## src/uml_regs.vh

```
`ifndef UML_REGS_VH
`define UML_REGS_VH

// ==========================================================================
// Register byte addresses on the Wishbone slave.
// ==========================================================================
`define UML_ADR_WIDTH          8
`define UML_ADR_MODEM_CONTROL  8'h00
`define UML_ADR_LINE_STATUS    8'h04
`define UML_ADR_MODEM_STATUS   8'h08
`define UML_ADR_SCRATCH        8'h0c
`define UML_ADR_ENH_FEATURE    8'h10

// ==========================================================================
// Modem control fields.
// ==========================================================================
`define UML_MC_TERM_READY      0
`define UML_MC_REQ_SEND        1
`define UML_MC_USER_OUT_ONE    2
`define UML_MC_USER_OUT_TWO    3
`define UML_MC_LOOP_BACK       4
`define UML_MC_XON_ANY         5
`define UML_MC_INFRARED        6
`define UML_MC_PRESCALE_FOUR   7

// ==========================================================================
// Line status fields.
// ==========================================================================
`define UML_LS_DATA_READY      0
`define UML_LS_OVERRUN         1
`define UML_LS_PARITY_ERR      2
`define UML_LS_FRAMING_ERR     3
`define UML_LS_BREAK           4
`define UML_LS_THR_EMPTY       5
`define UML_LS_TX_EMPTY        6
`define UML_LS_FIFO_ERROR      7

// ==========================================================================
// Enhanced feature fields used here.
// ==========================================================================
`define UML_EF_AUTO_RTS        6
`define UML_EF_AUTO_CTS        7

// ==========================================================================
// Reset values.
// ==========================================================================
`define UML_RST_MODEM_CONTROL  8'h00
`define UML_RST_SCRATCH        8'h00
`define UML_RST_ENH_FEATURE    8'h00

// ==========================================================================
// Prescaler ratios.
// ==========================================================================
`define UML_PRESCALE_BASE      7'h10
`define UML_PRESCALE_EXTRA     7'h04

`endif

```

## src/placeholder_end.v

```verilog
`timescale 1ns/1ps

```

## src/uml_sync.v

```verilog
`timescale 1ns/1ps
`include "uml_regs.vh"

module uml_sync #(
	parameter WIDTH = 6,
	parameter [WIDTH-1:0] IDLE = {WIDTH{1'b1}}
) (
	input  wire             mclk,
	input  wire             reset,
	input  wire [WIDTH-1:0] pin_in,
	output wire [WIDTH-1:0] level_out
);

	// ======================================================================
	// Three stages per pin; the output moves only once the last two agree.
	// ======================================================================
	genvar i;
	generate
		for (i = 0; i < WIDTH; i = i + 1) begin : g_bit
			reg meta_q;
			reg sync_q;
			reg hold_q;
			reg level_q;
			always @(posedge mclk or posedge reset) begin
				if (reset) begin
					meta_q  <= IDLE[i];
					sync_q  <= IDLE[i];
					hold_q  <= IDLE[i];
					level_q <= IDLE[i];
				end else begin
					meta_q <= pin_in[i];
					sync_q <= meta_q;
					hold_q <= sync_q;
					if (sync_q == hold_q) begin
						level_q <= hold_q;
					end
				end
			end
			assign level_out[i] = level_q;
		end
	endgenerate

endmodule

```

## src/uml_core.v

```verilog
// Decided for this implementation: the register addresses and the Wishbone interface to the registers.
`timescale 1ns/1ps
`include "uml_regs.vh"

// Behaviour
// - Control bit 0 drives terminal ready low
// - Control bit 1 drives request-to-send low
// - Control bit 2 gives loop-back ring state
// - Control bit 3 enables interrupt drive, loop carrier
// - Control bit 4 enables local loop-back
// - Control bit 5: any character resumes
// - Control bit 6 routes serial through infrared
// - Prescaler divides by sixteen, optionally four more
// - Status bit 0 shows receive data present
// - Overrun sets flag, character never enters FIFO
// - Status bit 2 is head character parity
// - Status bit 3 is head character framing
// - Status bit 4 break, one character per break
// - Status bit 5 holding empty, clears on load unless thr_to_tsr coincides in non-FIFO mode
// - Status bit 6 holding and shifter empty
// - Status bit 7 FIFO error, cleared by read
// - Modem change bits set on change, read clears
// - Ring change only on trailing edge
// - Any change bit raises modem interrupt request
// - Modem bits 4-7 are inverted pins
// - Loop-back: bits 4-7 mirror control bits
// - Clear-to-send high halts after current character
// - Eight-bit scratch register, no side effects
// - Auto clear-to-send only with feature bit 7
module uml_core (
	input  wire        mclk,
	input  wire        reset,
	// Wishbone classic slave.
	input  wire        wb_cyc_i,
	input  wire        wb_stb_i,
	input  wire        wb_we_i,
	input  wire [7:0]  wb_adr_i,
	input  wire [3:0]  wb_sel_i,
	input  wire [31:0] wb_dat_i,
	output wire [31:0] wb_dat_o,
	output wire        wb_ack_o,
	// Modem pins.
	input  wire        clear_to_send_n,
	input  wire        data_set_ready_n,
	input  wire        ring_indicate_n,
	input  wire        carrier_detect_n,
	output wire        terminal_ready_n,
	output wire        request_to_send_n,
	output wire        user_output_one_n,
	output wire        user_output_two_n,
	// Serial pins.
	input  wire        rx_pin,
	input  wire        ir_rx_pin,
	output wire        tx_pin,
	output wire        ir_tx_pin,
	// Channel interrupt pin.
	input  wire        bus_mode_16,
	input  wire        chan_irq_in,
	output wire        chan_irq_out,
	output wire        chan_irq_oe,
	// Shifters, FIFOs and interrupt logic of the channel.
	input  wire        tx_serial,
	output wire        rx_serial,
	input  wire        fifo_mode,
	input  wire        rx_data_present,
	input  wire        rx_char_done,
	input  wire        rx_char_break,
	input  wire        rx_char_error,
	input  wire        rx_fifo_full,
	input  wire        rx_head_parity,
	input  wire        rx_head_framing,
	input  wire        rx_head_break,
	input  wire        rx_rts_stop,
	output wire        rx_fifo_write,
	output wire        xon_any_resume,
	input  wire        thr_load,
	input  wire        thr_to_tsr,
	input  wire        tx_fifo_empty,
	input  wire        tsr_empty,
	input  wire        thr_irq_enable,
	output wire        thr_irq_req,
	output wire        tx_allow,
	output wire        msr_irq_req,
	output wire        prescale_tick
);

	// ======================================================================
	// Bus slave: one wait state, registered acknowledge and read data.
	// ======================================================================
	reg  [7:0]  modem_control_q;
	reg  [7:0]  scratch_q;
	reg  [7:0]  enh_feature_q;
	reg         ack_q;
	reg  [7:0]  rdata_q;
	reg  [7:0]  rdata_d;
	wire [7:0]  line_status;
	wire [7:0]  modem_status;

	wire        bus_req   = wb_cyc_i & wb_stb_i & ~ack_q;
	wire        bus_wr    = bus_req & wb_we_i & wb_sel_i[0];
	wire        bus_rd    = bus_req & ~wb_we_i;
	wire        wr_mc     = bus_wr & (wb_adr_i == `UML_ADR_MODEM_CONTROL);
	wire        wr_scr    = bus_wr & (wb_adr_i == `UML_ADR_SCRATCH);
	wire        wr_ef     = bus_wr & (wb_adr_i == `UML_ADR_ENH_FEATURE);
	wire        rd_ls     = bus_rd & (wb_adr_i == `UML_ADR_LINE_STATUS);
	wire        rd_ms     = bus_rd & (wb_adr_i == `UML_ADR_MODEM_STATUS);

	assign wb_ack_o = ack_q;
	assign wb_dat_o = {24'h000000, rdata_q};

	// Unmapped addresses are acknowledged and read as zero.
	always @* begin
		case (wb_adr_i)
			`UML_ADR_MODEM_CONTROL: rdata_d = modem_control_q;
			`UML_ADR_LINE_STATUS:   rdata_d = line_status;
			`UML_ADR_MODEM_STATUS:  rdata_d = modem_status;
			`UML_ADR_SCRATCH:       rdata_d = scratch_q;
			`UML_ADR_ENH_FEATURE:   rdata_d = enh_feature_q;
			default:                rdata_d = 8'h00;
		endcase
	end

	always @(posedge mclk or posedge reset) begin
		if (reset) begin
			ack_q   <= 1'b0;
			rdata_q <= 8'h00;
		end else begin
			ack_q <= bus_req;
			if (bus_rd) begin
				rdata_q <= rdata_d;
			end
		end
	end

	always @(posedge mclk or posedge reset) begin
		if (reset) begin
			modem_control_q <= `UML_RST_MODEM_CONTROL;
			scratch_q       <= `UML_RST_SCRATCH;
			enh_feature_q   <= `UML_RST_ENH_FEATURE;
		end else begin
			if (wr_mc) begin
				modem_control_q <= wb_dat_i[7:0];
			end
			if (wr_scr) begin
				scratch_q <= wb_dat_i[7:0];
			end
			if (wr_ef) begin
				enh_feature_q <= wb_dat_i[7:0];
			end
		end
	end

	wire loop_on  = modem_control_q[`UML_MC_LOOP_BACK];
	wire ir_on    = modem_control_q[`UML_MC_INFRARED];
	wire auto_cts = enh_feature_q[`UML_EF_AUTO_CTS];
	wire auto_rts = enh_feature_q[`UML_EF_AUTO_RTS];

	// ======================================================================
	// Pin synchronisers.
	// ======================================================================
	wire [5:0] pin_level;

	uml_sync #(
		.WIDTH (6),
		.IDLE  (6'h3f)
	) u_sync (
		.mclk      (mclk),
		.reset     (reset),
		.pin_in    ({ir_rx_pin, rx_pin, carrier_detect_n, ring_indicate_n,
		              data_set_ready_n, clear_to_send_n}),
		.level_out (pin_level)
	);

	// ======================================================================
	// Handshake outputs.
	// ======================================================================
	// In loop-back the pins rest at their inactive level so the peripheral
	// sees nothing while software exercises the path.
	assign terminal_ready_n  = loop_on | ~modem_control_q[`UML_MC_TERM_READY];
	assign request_to_send_n = loop_on | ~modem_control_q[`UML_MC_REQ_SEND] |
	                           (auto_rts & rx_rts_stop);
	assign user_output_one_n = loop_on | ~modem_control_q[`UML_MC_USER_OUT_ONE];
	assign user_output_two_n = loop_on | ~modem_control_q[`UML_MC_USER_OUT_TWO];

	// The 16 bus mode floats the interrupt pin unless bit 3 asks for drive.
	assign chan_irq_out = chan_irq_in;
	assign chan_irq_oe  = ~bus_mode_16 | modem_control_q[`UML_MC_USER_OUT_TWO];

	// ======================================================================
	// Serial routing.
	// ======================================================================
	wire ir_rx_level = pin_level[5];
	wire rx_level    = pin_level[4];

	// Infrared encoding is inverted so the transmit output idles low.
	assign tx_pin    = loop_on | ir_on | tx_serial;
	assign ir_tx_pin = ~loop_on & ir_on & ~tx_serial;
	assign rx_serial = loop_on ? tx_serial :
	                   (ir_on ? ~ir_rx_level : rx_level);

	// ======================================================================
	// Modem status.
	// ======================================================================
	// Internal inputs keep the active-low sense of the pins.
	wire cts_int_n = loop_on ? ~modem_control_q[`UML_MC_REQ_SEND]     : pin_level[0];
	wire dsr_int_n = loop_on ? ~modem_control_q[`UML_MC_TERM_READY]   : pin_level[1];
	wire ri_int_n  = loop_on ? ~modem_control_q[`UML_MC_USER_OUT_ONE] : pin_level[2];
	wire cd_int_n  = loop_on ? ~modem_control_q[`UML_MC_USER_OUT_TWO] : pin_level[3];

	reg  [3:0] prev_in_n_q;
	reg  [3:0] delta_q;
	reg  [3:0] delta_d;
	wire [3:0] cur_in_n = {cd_int_n, ri_int_n, dsr_int_n, cts_int_n};
	wire [3:0] change;

	assign change[0] = cur_in_n[0] ^ prev_in_n_q[0];
	assign change[1] = cur_in_n[1] ^ prev_in_n_q[1];
	assign change[2] = cur_in_n[2] & ~prev_in_n_q[2];
	assign change[3] = cur_in_n[3] ^ prev_in_n_q[3];

	// A change seen in the cycle of a read survives the clear.
	always @* begin
		delta_d = delta_q;
		if (rd_ms) begin
			delta_d = 4'h0;
		end
		delta_d = delta_d | change;
	end

	always @(posedge mclk or posedge reset) begin
		if (reset) begin
			prev_in_n_q <= 4'hf;
			delta_q     <= 4'h0;
		end else begin
			prev_in_n_q <= cur_in_n;
			delta_q     <= delta_d;
		end
	end

	assign modem_status = {~cur_in_n, delta_q};
	assign msr_irq_req  = |delta_q;

	// A stop request holds off the next character; the shifter completes the
	// one in progress.
	assign tx_allow = ~(auto_cts & cts_int_n);

	// ======================================================================
	// Receive status.
	// ======================================================================
	reg  overrun_q;
	reg  fifo_err_q;
	reg  in_break_q;

	wire rx_overflow = rx_char_done & rx_fifo_full;
	wire dup_break   = rx_char_break & in_break_q;

	assign rx_fifo_write  = rx_char_done & ~rx_fifo_full & ~dup_break;
	assign xon_any_resume = modem_control_q[`UML_MC_XON_ANY] & rx_char_done;

	always @(posedge mclk or posedge reset) begin
		if (reset) begin
			overrun_q  <= 1'b0;
			fifo_err_q <= 1'b0;
			in_break_q <= 1'b0;
		end else begin
			if (rx_overflow) begin
				overrun_q <= 1'b1;
			end else if (rd_ls) begin
				overrun_q <= 1'b0;
			end
			if (rx_fifo_write & rx_char_error) begin
				fifo_err_q <= 1'b1;
			end else if (rd_ls) begin
				fifo_err_q <= 1'b0;
			end
			if (rx_char_done) begin
				in_break_q <= rx_char_break;
			end
		end
	end

	// ======================================================================
	// Transmit status.
	// ======================================================================
	reg thr_empty_q;

	always @(posedge mclk or posedge reset) begin
		if (reset) begin
			thr_empty_q <= 1'b1;
		end else if (fifo_mode) begin
			// A write in FIFO mode means the FIFO is no longer empty.
			if (thr_load) begin
				thr_empty_q <= 1'b0;
			end else if (tx_fifo_empty) begin
				thr_empty_q <= 1'b1;
			end
		end else begin
			if (thr_to_tsr) begin
				thr_empty_q <= 1'b1;
			end else if (thr_load) begin
				thr_empty_q <= 1'b0;
			end
		end
	end

	assign thr_irq_req = thr_empty_q & thr_irq_enable;

	assign line_status = {
		fifo_err_q,
		thr_empty_q & tsr_empty,
		thr_empty_q,
		rx_head_break,
		rx_head_framing,
		rx_head_parity,
		overrun_q,
		rx_data_present
	};

	// ======================================================================
	// Baud prescaler.
	// ======================================================================
	localparam [6:0] DIV_SHORT = `UML_PRESCALE_BASE;
	localparam [6:0] DIV_LONG  = `UML_PRESCALE_BASE * `UML_PRESCALE_EXTRA;

	reg  [6:0] pre_cnt_q;
	reg        tick_q;
	wire [6:0] div_last = (modem_control_q[`UML_MC_PRESCALE_FOUR] ? DIV_LONG : DIV_SHORT) - 7'h01;

	// Switching ratio mid-count may stretch one period; no tick is lost.
	always @(posedge mclk or posedge reset) begin
		if (reset) begin
			pre_cnt_q <= 7'h00;
			tick_q    <= 1'b0;
		end else if (pre_cnt_q >= div_last) begin
			pre_cnt_q <= 7'h00;
			tick_q    <= 1'b1;
		end else begin
			pre_cnt_q <= pre_cnt_q + 7'h01;
			tick_q    <= 1'b0;
		end
	end

	assign prescale_tick = tick_q;

endmodule

```

## config.mk

```make
export PLATFORM = sky130hd
export DESIGN_NAME = uml_core
export DESIGN_NICKNAME = d
export VERILOG_FILES = /design/src/placeholder_end.v /design/src/uml_sync.v /design/src/uml_core.v
export VERILOG_INCLUDE_DIRS = /design/src
export SDC_FILE = /design/constraint.sdc
export NUM_CORES = 1
export LEC_CHECK = 0
export ABC_AREA = 1
export BUFFER_PORTS_ARGS = -buffer_cell sky130_fd_sc_hd__buf_4
export CAP_MARGIN = 20
export CORE_ASPECT_RATIO = 1.1
export CORE_MARGIN = 1.5
export CORE_UTILIZATION = 51
export DETAILED_ROUTE_END_ITERATION = 12
export GPL_ROUTABILITY_DRIVEN = 1
export HOLD_SLACK_MARGIN = 0.15
export PLACE_DENSITY = 0.87
export SLEW_MARGIN = 10
export SYNTH_ARGS = -nofsm -noshare
export SYNTH_HDL_FRONTEND = slang
export SYNTH_SLANG_ARGS = --single-unit
```

## constraint.sdc

```tcl
create_clock -name mclk -period 2.85 [get_ports mclk]
set_clock_uncertainty 0.2 [all_clocks]
set_input_delay 0.1425 -clock mclk [delete_from_list [all_inputs] [get_ports mclk]]
set_output_delay 0.1425 -clock mclk [all_outputs]
set_load 0.01 [all_outputs]
```

# Yosys cells after proc, flatten, opt, wreduce, memory -nomap -nowiden
# Cells that the tools add are included.
classes:
  n_addsub: 2
  n_lt_le_gt_ge: 1
  n_eq_ne: 11
  n_mux: 19
  n_bitwise: 50
  reduce_logical: 6
op_table:
  columns: ["operator", "n"]
  rows:
  - ["8-bit one-hot mux with 5 select lines", 1]
  - ["1-bit AND", 23]
  - ["8-bit by 4-bit == test with 1-bit output (second input constant)", 2]
  - ["1-bit 2-to-1 mux", 15]
  - ["7-bit 2-to-1 mux", 2]
  - ["1-bit NOT", 14]
  - ["8-bit by 3-bit == test with 1-bit output (second input constant)", 1]
  - ["8-bit by 5-bit == test with 1-bit output (second input constant)", 1]
  - ["8-bit logical NOT", 1]
  - ["1-bit bitwise OR", 8]
  - ["7-bit by 1-bit adder with 7-bit output (second input constant)", 1]
  - ["7-bit >= comparator", 1]
  - ["7-bit by 1-bit subtractor with 7-bit output (second input constant)", 1]
  - ["1-bit == test", 6]
  - ["4-bit 2-to-1 mux", 1]
  - ["4-bit NOT", 1]
  - ["4-bit bitwise OR", 1]
  - ["2-bit nonzero test", 2]
  - ["4-bit OR reduction", 1]
  - ["3-bit by 1-bit != test with 1-bit output (second input constant)", 1]
  - ["3-bit nonzero test", 1]
  - ["1-bit XOR", 3]
  - ["2-bit AND reduction", 1]
word_totals:
  register_bits: 77
  in_bits: 73
  out_inout_bits: 48
  word_cells: 126

# Logic depth before layout (Yosys ltp)
# Gate-level depths: netlist (run 1).
logic_depth:
  depth_word: 6
  depth_mapped: 9
  mapped_depth_nobuf: 8

# By module
# Synthesis (run 1) repeated with hierarchy kept, for this count alone.
unflattened:
  hier_cells: 409
  area_unflattened_um2: 3776.1
modules_own_cells:
  columns: ["mod", "n_inst", "cells_each", "area_per_inst_um2", "seq_area_each_um2"]
  rows:
  - ["uml_core", 1, 354, 2999.1, 1332.5]
  - ["uml_sync", 1, 55, 777.0, 630.6]

# Least setup slack after synthesis (run 1)
# Ideal clock, no wire load.
synth_timing:
  path_kind: "reg-to-reg"
  start: "register pre_cnt_q[0]"
  end: "register pre_cnt_q[0]"
  setup_ns: 0.074
  arrival_time_ns: 1.216
  required_time_ns: 2.576
  path_slack_ns: 1.360
  path_stages_with_launch: 9
  n_path_buf: 0
  synth_period_minus_slack_ns: 1.490
  path_cell_list: "dfrtp_1 -> ha_1 -> nand3_1 -> inv_1 -> o21ai_0 -> nand2_1 -> nand2_1 -> nand2_1 -> nor2_1"
synth_via:
  elab_chain_len: 2
  word_cells_on_any_way: 3
  cone_classes: "1 x add/sub; 1 x order compare; 1 x mux"
synth_rtl:
  columns: ["element", "line_no", "text"]
  rows:
  - ["from (decl)", "uml_core.v:325", "reg [6:0] pre_cnt_q;"]
  - ["from (signal assigned)", "uml_core.v:338", "pre_cnt_q <= pre_cnt_q + 7'h01;"]
  - ["7-bit by 1-bit adder with 7-bit output or 7-bit >= comparator (tied branches)", "uml_core.v:338, uml_core.v:334", null]
  - ["7-bit 2-to-1 mux (*)", "uml_core.v:334", "end else if (pre_cnt_q >= div_last) begin"]
# Mark *: on every way between the ends. The rest lies on a longest branch, timed or not.
# A chain may end at the register's enable or synchronous reset.

# Worst setup path after layout (run 1)
layout_timing:
  start: "input port wb_stb_i"
  end: "register scratch_q[1]"
layout_via:
  elab_chain_len: 5
layout_rtl:
  columns: ["element", "line_no", "text"]
  rows:
  - ["from (decl)", "uml_core.v:35", "input wire wb_stb_i,"]
  - ["1-bit AND (2 in series)", "uml_core.v:99", "wire bus_req = wb_cyc_i & wb_stb_i & ~ack_q;"]
  - ["named net bus_req", "uml_core.v:99", null]
  - ["1-bit AND (2 in series)", "uml_core.v:100", "wire bus_wr = bus_req & wb_we_i & wb_sel_i[0];"]
  - ["1-bit AND", "uml_core.v:103", "wire wr_scr = bus_wr & (wb_adr_i == `UML_ADR_SCRATCH);"]
  - ["to (signal assigned)", "uml_core.v:138", "scratch_q <= `UML_RST_SCRATCH;"]
  - ["to (signal assigned)", "uml_core.v:145", "scratch_q <= wb_dat_i[7:0];"]
  - ["to (decl)", "uml_core.v:91", "reg [7:0] scratch_q;"]
# The timed path passes the listed nets, and every way through them passes these cells.

==> results.txt, run 1 <==
* Outcome: completed
- Summed over all cells, the static leakage comes to 2.46 nW.
- Most common cell on crit path: sky130_fd_sc_hd__dlygate4sd3_1
- Logic gate share of total power: 17.0%
- The cell area that synthesis handed to floorplanning was 3650 sq um.
* Crit path depth: 10
- Async set-or-reset flop fraction in the synthesized netlist: between 90% and 100%
- For the worst setup path, the data required time is 2.94 ns.
- Maximum vdd drop: 0.000562 V
- The routed design uses ~4.1 mm of met2 wire.
- CTS saw 77 sinks.
- Setup repair after global routing missed its margin: no
* Critical path, cell by cell: dlygate4sd3_1 -> buf_4 -> nand2_1 -> nor2_4 -> nand3_4 -> dlygate4sd3_1 -> nor2_8 -> nor2_1 -> a21oi_1 -> dlygate4sd3_1
- The die covers between 7000 and 8000 sq um.
* Area share of the largest cell type after synthesis: between 30% and 40%
* Top Metal Used: met4
- After technology mapping, the gate count stands at 382.
- The internal power of the cells totals roughly 0.0019 W.
- Critical path buffer and inverter count: 4
* Final setup violating endpoints: 0
- Total routing usage reported by global routing: 22.9%
- After routing, the total negative slack on setup checks comes to 0 ns.
* Transition at the pin with the smallest max-transition slack: 0.799 ns
- Layout cell share with drive strength beyond 1: 28.0%
- Worst hold path depth: 0
- The congestion estimate from routability-driven global placement came to 0.810.
- Top-level port count: roughly 120
- Crit path time final: about 2.6 ns
* Clock network power share: 32.8%
- Relative to the synthesized area, the layout overhead comes to 31.2%.
* Maximum fanout along the worst path: 5
* Slowest cell on the critical path: sky130_fd_sc_hd__dlygate4sd3_1
- Seq pwr share: about half
- Once the clock tree was built, the resizer swapped 0 gates to a different size.
- Classification of the worst setup path: input port to flop
- By count the netlist is led by 60 x sky130_fd_sc_hd__nand2_1, 48 x sky130_fd_sc_hd__dfrtp_1, 42 x sky130_fd_sc_hd__nor2_1.
* Post-synthesis cell type with the largest combined area: sky130_fd_sc_hd__dfrtp_1
- Pre-Repair DR Iteration Count: 4
- Detailed-placement wirelength estimate: 5.32 mm
* Wire length of the first global-routing pass: approximately 14 mm
* Length in cells of the worst reg-to-reg path: 7
- Biggest area contributors in the synthesized netlist: sky130_fd_sc_hd__dfrtp_1 33%, sky130_fd_sc_hd__dfstp_2 21%, sky130_fd_sc_hd__nand2_1 6.2%, sky130_fd_sc_hd__buf_4 5.1%, sky130_fd_sc_hd__nand3_1 4.4%
* Number of buffers created by CTS: 9
* FP Rows: 32
* Final worst setup slack: 0.266 ns
* Routed length on met3: between 500 and 600 um
- In the routed design, unresolved DRC markers number 0.
- Post-synthesis average cell area: 9.56 sq um
- Clock tree synthesis selected as its root buffer the cell sky130_fd_sc_hd__clkbuf_8.
- In this run the number of H-tree levels came out at 3.
* Worst path max stage delay: roughly 0.7 ns
* Synth Flop Type: sky130_fd_sc_hd__dfrtp_1
- Pins Over Slew Limit: 0
* Initial Utilization: 52.4%
* Gr ovfl total: 0
* Vias in the first global route: 2993
- Once detail routing completed, the nets flagged for antenna violations numbered 0.
- sky130_fd_sc_hd__nand2_1 is the most common cell in the netlist.
- Gate family responsible for the most delay along the worst path: buffers and inverters
- Overall die width: ~84 um
- In the final design database the tool counted about 580 nets.
* Diode count: 0
* Arrival time of data at the critical path endpoint: around 2.7 ns
* Launching element type of the critical path: input port
- Detailed-route via count: between 2000 and 3000
- Fill cells in the final layout number just over 500.
- Pre-CTS setup slack: 1.15 ns
- Headroom to the max-slew limit came out at 46.7%.
- Synthesized flop and latch total: 77
- The synthesized netlist contains 35 unique library cells.
* Detailed-route wire length on metal 1: around 3.3 mm
- After clock tree synthesis, the clock-pin slew on the worst setup and hold paths is roughly 0.080 ns.
- Maximum number of pins on one net before global-route repair: about 40
- The first routing iteration left ~200 violations.
* CORE AREA: 6970 sq um
- The initial antenna violation count was 0.
- In this run the power density over the cells is approximately 530 nW/um^2.
- Yosys printed 0 warnings.
- Critical Path Sink Type: flop
- Final routed wire length divided by cell count: ~14 um
* Number of input and output port buffers inserted: 67
- Vias per inst: approximately 5.0
- Sequential-to-total area share from yosys stat: 53.8%
- TritonCTS built the clock tree.
- Counting along the longest clock path gives a buffer depth of 2.
- The number of hold violations in the final report came to 0.
- Kind of path behind the tightest hold check: flop to flop
- Die Height: 91.8 um
- Final core occ: 68.8%
- NetSw: 0.000670 W
* Clock network latency to the later pin of the worst-skew pair: 0.35 ns
* Number of max-capacitance violations reported: 0
- The routed design has slightly above 8 mm of wire.
- Design Power: 0.00254 W
- Sw Ratio: 26.4%
- Derived from the worst setup path, the maximum achievable clock frequency is slightly below 0.4 GHz.
* Number of enable-type register cells in the synthesized netlist: 0
- Dividing the final minimum period by the clock period gives 90.7%.
==> metrics by stage <==
step           hold slack, ns  cells  cell area (sq um)
3_5_place_dp           0.0526    526               4110
2_1_floorplan         -0.0530    405               3740
3_3_place_gp           0.0505    526               4110
6_report                0.153    589               4790
5_1_grt                 0.155    589               4790
4_1_cts                 0.152    587               4780
==> routing by layer <==
metal / global-route usage, % / up-vias
li1: - / 1409
met1: 27.8 / 1387
met2: 38.2 / 126
met3: 5.31 / 21
met4: 11.6 / 0
met5: 0 / -
==> area by class of cell <==
cell class                 instances  area, sq um  area share (%)
tap                               85          106            2.22
clock buffer                      13          191            4.00
clock inverter                     3         23.8           0.496
timing repair buffer             115          988            20.6
sequential                        77         1960            41.0
inverter                          42          161            3.37
multi-input combinational        254         1360            28.3
==> power groups by stage <==
stage / sequential (W) / clock, W / combinational [W]
3_5_place_dp: 0.00129 / 0 / 0.000385
2_1_floorplan: 0.00129 / 0 / 0.000243
3_3_place_gp: 0.00129 / 0 / 0.000363
4_1_cts: 0.00127 / 0.000861 / 0.000434
5_1_grt: 0.00129 / 0.000900 / 0.000485
6_report: 0.00128 / 0.000834 / 0.000432
==> layout by cell type (no fill, tap or decap), drive strengths merged, types with 4 or more instances in the layout <==
cell type	instances
a21oi	33
buf	70
clkbuf	13
conb	24
dfrtp	48
dfstp	29
dlygate4sd3	45
inv	41
maj3	6
nand2	65
nand3	33
nor2	56
o21ai	15
xnor2	4
==> final timing paths <==
kind                                   startpoint                      to  slack, ns
setup / recovery                         wb_stb_i            scratch_q[1]       0.27
hold / removal             u_sync.g_bit[2].meta_q  u_sync.g_bit[2].sync_q       0.15
setup reg to reg                         wb_ack_o            scratch_q[1]       0.33
hold reg to reg            u_sync.g_bit[2].meta_q  u_sync.g_bit[2].sync_q       0.15
max in group asynchronous                   reset  u_sync.g_bit[4].hold_q       1.41
min in group asynchronous                   reset            pre_cnt_q[1]       0.33
==> logic make-up (layout without fill, tap and decap cells) <==
kind of cell	after synthesis	count (layout)	share of synthesized area [%]
DFF	77	77	53.8
AOI/OAI and AO/OA	54	54	7.98
xor gates and xnor gates	7	7	1.68
buffers and inverters	74	173	11.5
other	1	24	0.103
muxes	1	1	0.308
and+or+nand+nor	159	159	22.0
adders and majority gates	9	9	2.67
==> flip-flops by register name, indices dropped and copies added (netlist names) <==
signal	count
u_sync.g_bit.sync_q	6
rdata_q	8
modem_control_q	8
u_sync.g_bit.hold_q	6
pre_cnt_q	7
overrun_q	1
in_break_q	1
thr_empty_q	1
enh_feature_q	8
u_sync.g_bit.level_q	6
u_sync.g_bit.meta_q	6
wb_ack_o	1
fifo_err_q	1
prescale_tick	1
scratch_q	8
delta_q	4
prev_in_n_q	4
==> what timing repair did <==
action | 4_1_cts | 5_1_grt
buffers inserted | 0 | 2
setup endpoints to repair | 0 | 1
hold buffers | 45 | 0
hold endpoints to repair | 53 | 0
(Power assumes the default switching activity.)
==> inputs of run 2 (changes only) <==
CORE_ASPECT_RATIO = 1.5   (was 1.1)
SETUP_SLACK_MARGIN = 0.15   (was unset)
SKIP_LAST_GASP = 1   (was unset)
==> run 2 against run 1 <==
Total power up 0.93%. Cell count shrank 1.7%. Design area decreased by 0.63%. Via count hardly changed. Largest power group unchanged.
==> results.txt, run 2 (synthesis results as in run 1) <==
- Outcome: completed
- The die covers 7690 sq um.
- Antenna violations before repair: 0
* Maximum number of pins on one net before global-route repair: 42
- After routing the design area is 4760 sq um.
- Vias in the first global route: around 3000
- Remaining max-slew budget at the tightest pin: 48.0%
* Commonest cells after routing, fill and taps aside: 67 x sky130_fd_sc_hd__buf_4, 60 x sky130_fd_sc_hd__nand2_1, 48 x sky130_fd_sc_hd__dfrtp_1, 44 x sky130_fd_sc_hd__dlygate4sd3_1, 41 x sky130_fd_sc_hd__nor2_1
- Summed negative setup slack over all endpoints: 0 ns
- The first global-routing pass estimated 13.4 mm of wire.
- Worst endpoint required time: 2.94 ns
- Detailed-placement wirelength estimate: approximately 5.5 mm
- Critical hold path startpoint: u_sync.g_bit[3].meta_q
- Worst hold path depth: 0
- The count of buffers added on input and output ports is 67.
* Clock network latency to the later pin of the worst-skew pair: 0.35 ns
- For this run the aggregate overflow at the end of global routing stands at 0.
- In this run the remaining antenna-violating nets after routing total 0.
* Cell area reported after detailed placement: 4100 sq um
- The H-tree generated during clock tree synthesis spans 3 levels.
- Remaining routing DRC violations: 0
- Number of max-capacitance violations reported: 0
- The endpoint identified for the worst register-to-register timing path is enh_feature_q[1].
* Critical Path Sink Type: flop
- Power spread over the standard cell area amounts to 539 nW/um^2.
- Slack of the worst reg-to-reg path: 0.18 ns
- In the final layout, the share of cells above drive strength 1 is 28.1%.
* Maximum vdd drop: 0.000455 V
- Filler cell count in the final layout: 493
* CORE AREA: 6900 sq um
* Pins Over Slew Limit: 0
- The number of hold violations in the final report was 0.
- For this block, the routed nets add up to 8.21 mm of wire.
- Diode count: 0
* Length in cells of the worst reg-to-reg path: 7
- Slowest cell on the critical path: sky130_fd_sc_hd__dlygate4sd3_1
- For this design the static power due to leakage is 2.46 nW.
- TritonCTS built the clock tree.
- Maximum fanout along the worst path: 16
- Leaving out fill and tap cells, the most frequent cell in the layout is sky130_fd_sc_hd__buf_4.
- Die Height: 107 um
- Overall die width: 72.1 um
* FP Rows: 37
- Classification of the worst setup path: flop to flop
- Critical path, cell by cell: nor2_4 -> nand3_4 -> dlygate4sd3_1 -> nor2_8 -> nor2_1 -> a21oi_1 -> dlygate4sd3_1
* Kind of path behind the tightest hold check: flop to flop
- After clock tree synthesis, the clock-pin slew on the worst setup and hold paths is 0.08 ns.
- In this run the critical register-to-register path is launched from wb_ack_o.
- Total routing usage reported by global routing: 22.9%
* Fmax: around 0.37 GHz
- At the pin with the least slew margin, the transition time is around 0.78 ns.
- Arrival time of data at the critical path endpoint: roughly 2.8 ns
- The first routing iteration left between 150 and 200 violations.
* Setup repair after global routing missed its margin: yes
- Post-CTS setup repair buffer count: 0
* Sink Count: 77
* Maximum buffer depth of the clock tree: 2
- Area growth syn-to-layout: 30.4%
- Share of the cycle needed by the critical path after routing: 93.8%
- For hold timing, the worst endpoint is u_sync.g_bit[3].sync_q.
- The final layout contains about 570 nets.
* Number of buffers created by CTS: 9
- Setup violations remaining at the end of the flow were counted as 0.
- The worst setup path is launched from a flop.
* Most common cell on crit path: sky130_fd_sc_hd__dlygate4sd3_1
- For this configuration, the core starts out at a cell density of 52.9%.
- The smallest clock period supported by the final layout is computed as 2.67 ns.
- After detailed routing, the number of vias per cell comes to roughly 5.1.
* Root buffer cell: sky130_fd_sc_hd__clkbuf_8
- Pre-Repair DR Iteration Count: 5
* Detailed-route via count: 2941
* Top-level port count: 121
- Routability cong.: 0.849
- In this design, the stage delay of the slowest critical-path cell is 0.70 ns.
- Final routed wire length divided by cell count: 14.2 um
run 2: area by class of cell:
| type | instances | area [sq um] | area share, % |
|---|---|---|---|
| Tap cell | 78 | 97.6 | 2.05 |
| Sequential cell | 77 | 1960 | 41.2 |
| Timing Repair Buffer | 112 | 963 | 20.2 |
| Clock buffer | 10 | 149 | 3.13 |
| Multi-Input combinational cell | 254 | 1360 | 28.5 |
| Clock inverter | 6 | 67.6 | 1.42 |
| Inverter | 42 | 161 | 3.39 |
run 2: power breakdown:
part / total (W) / internal (W) / switching (W)
clock network: 0.000863 / 0.000461 / 0.000402
logic: 0.000427 / 0.000209 / 0.000218
registers: 0.00128 / 0.00121 / 0.0000631
total: 0.00257 / 0.00188 / 0.000684
run 2: per-stage QoR:
stage	worst slack [ns]	hold WS [ns]	utilization [%]	total power [W]	instances
floorplan	0.589	-0.0530	-	0.00154	405
global placement	1.21	0.0509	59.5	0.00165	519
detailed placement	1.13	0.0520	59.5	0.00167	519
CTS	0.180	0.157	69.0	0.00258	579
global route	0.0510	0.161	69.0	0.00270	579
finish	0.177	0.158	69.0	0.00257	579
run 2: worst max-delay path: cells and delay by family, from the launching register on:
kind                   cells  cell delay, ns
AND/OR/NAND/NOR            4            0.62
buffers and inverters      2            1.25
flip-flops                 1            0.43
AO/OA/AOI/OAI              1            0.11
run 2: how the worst max path moves through the flow:
stage / slack [ns] / endpoint / startpoint / cells after the start
6_report: 0.18 / enh_feature_q[1] / wb_ack_o / 7
5_1_grt: 0.05 / enh_feature_q[1] / wb_ack_o / 7
4_1_cts: 0.18 / enh_feature_q[1] / wb_ack_o / 7
3_5_place_dp: 1.13 / rdata_q[0] / wb_ack_o / 5
3_3_place_gp: 1.21 / rdata_q[7] / modem_control_q[4] / 5
2_1_floorplan: 0.59 / delta_q[0] / reset / 1
run 2: repair_timing:
action / CTS / global route
gates resized for setup: 0 / 1
endpoints found under the hold margin: 59 / 0
setup endpoints to repair: 0 / 4
hold buffers: 44 / 0
run 2: per-layer routing:
metal	vias up	routed length, um	track usage [%]
met5	-	0	0
met4	0	312	11.6
met3	26	466	5.36
met2	131	4320	39.2
met1	1381	3110	26.3
li1	1403	-	-
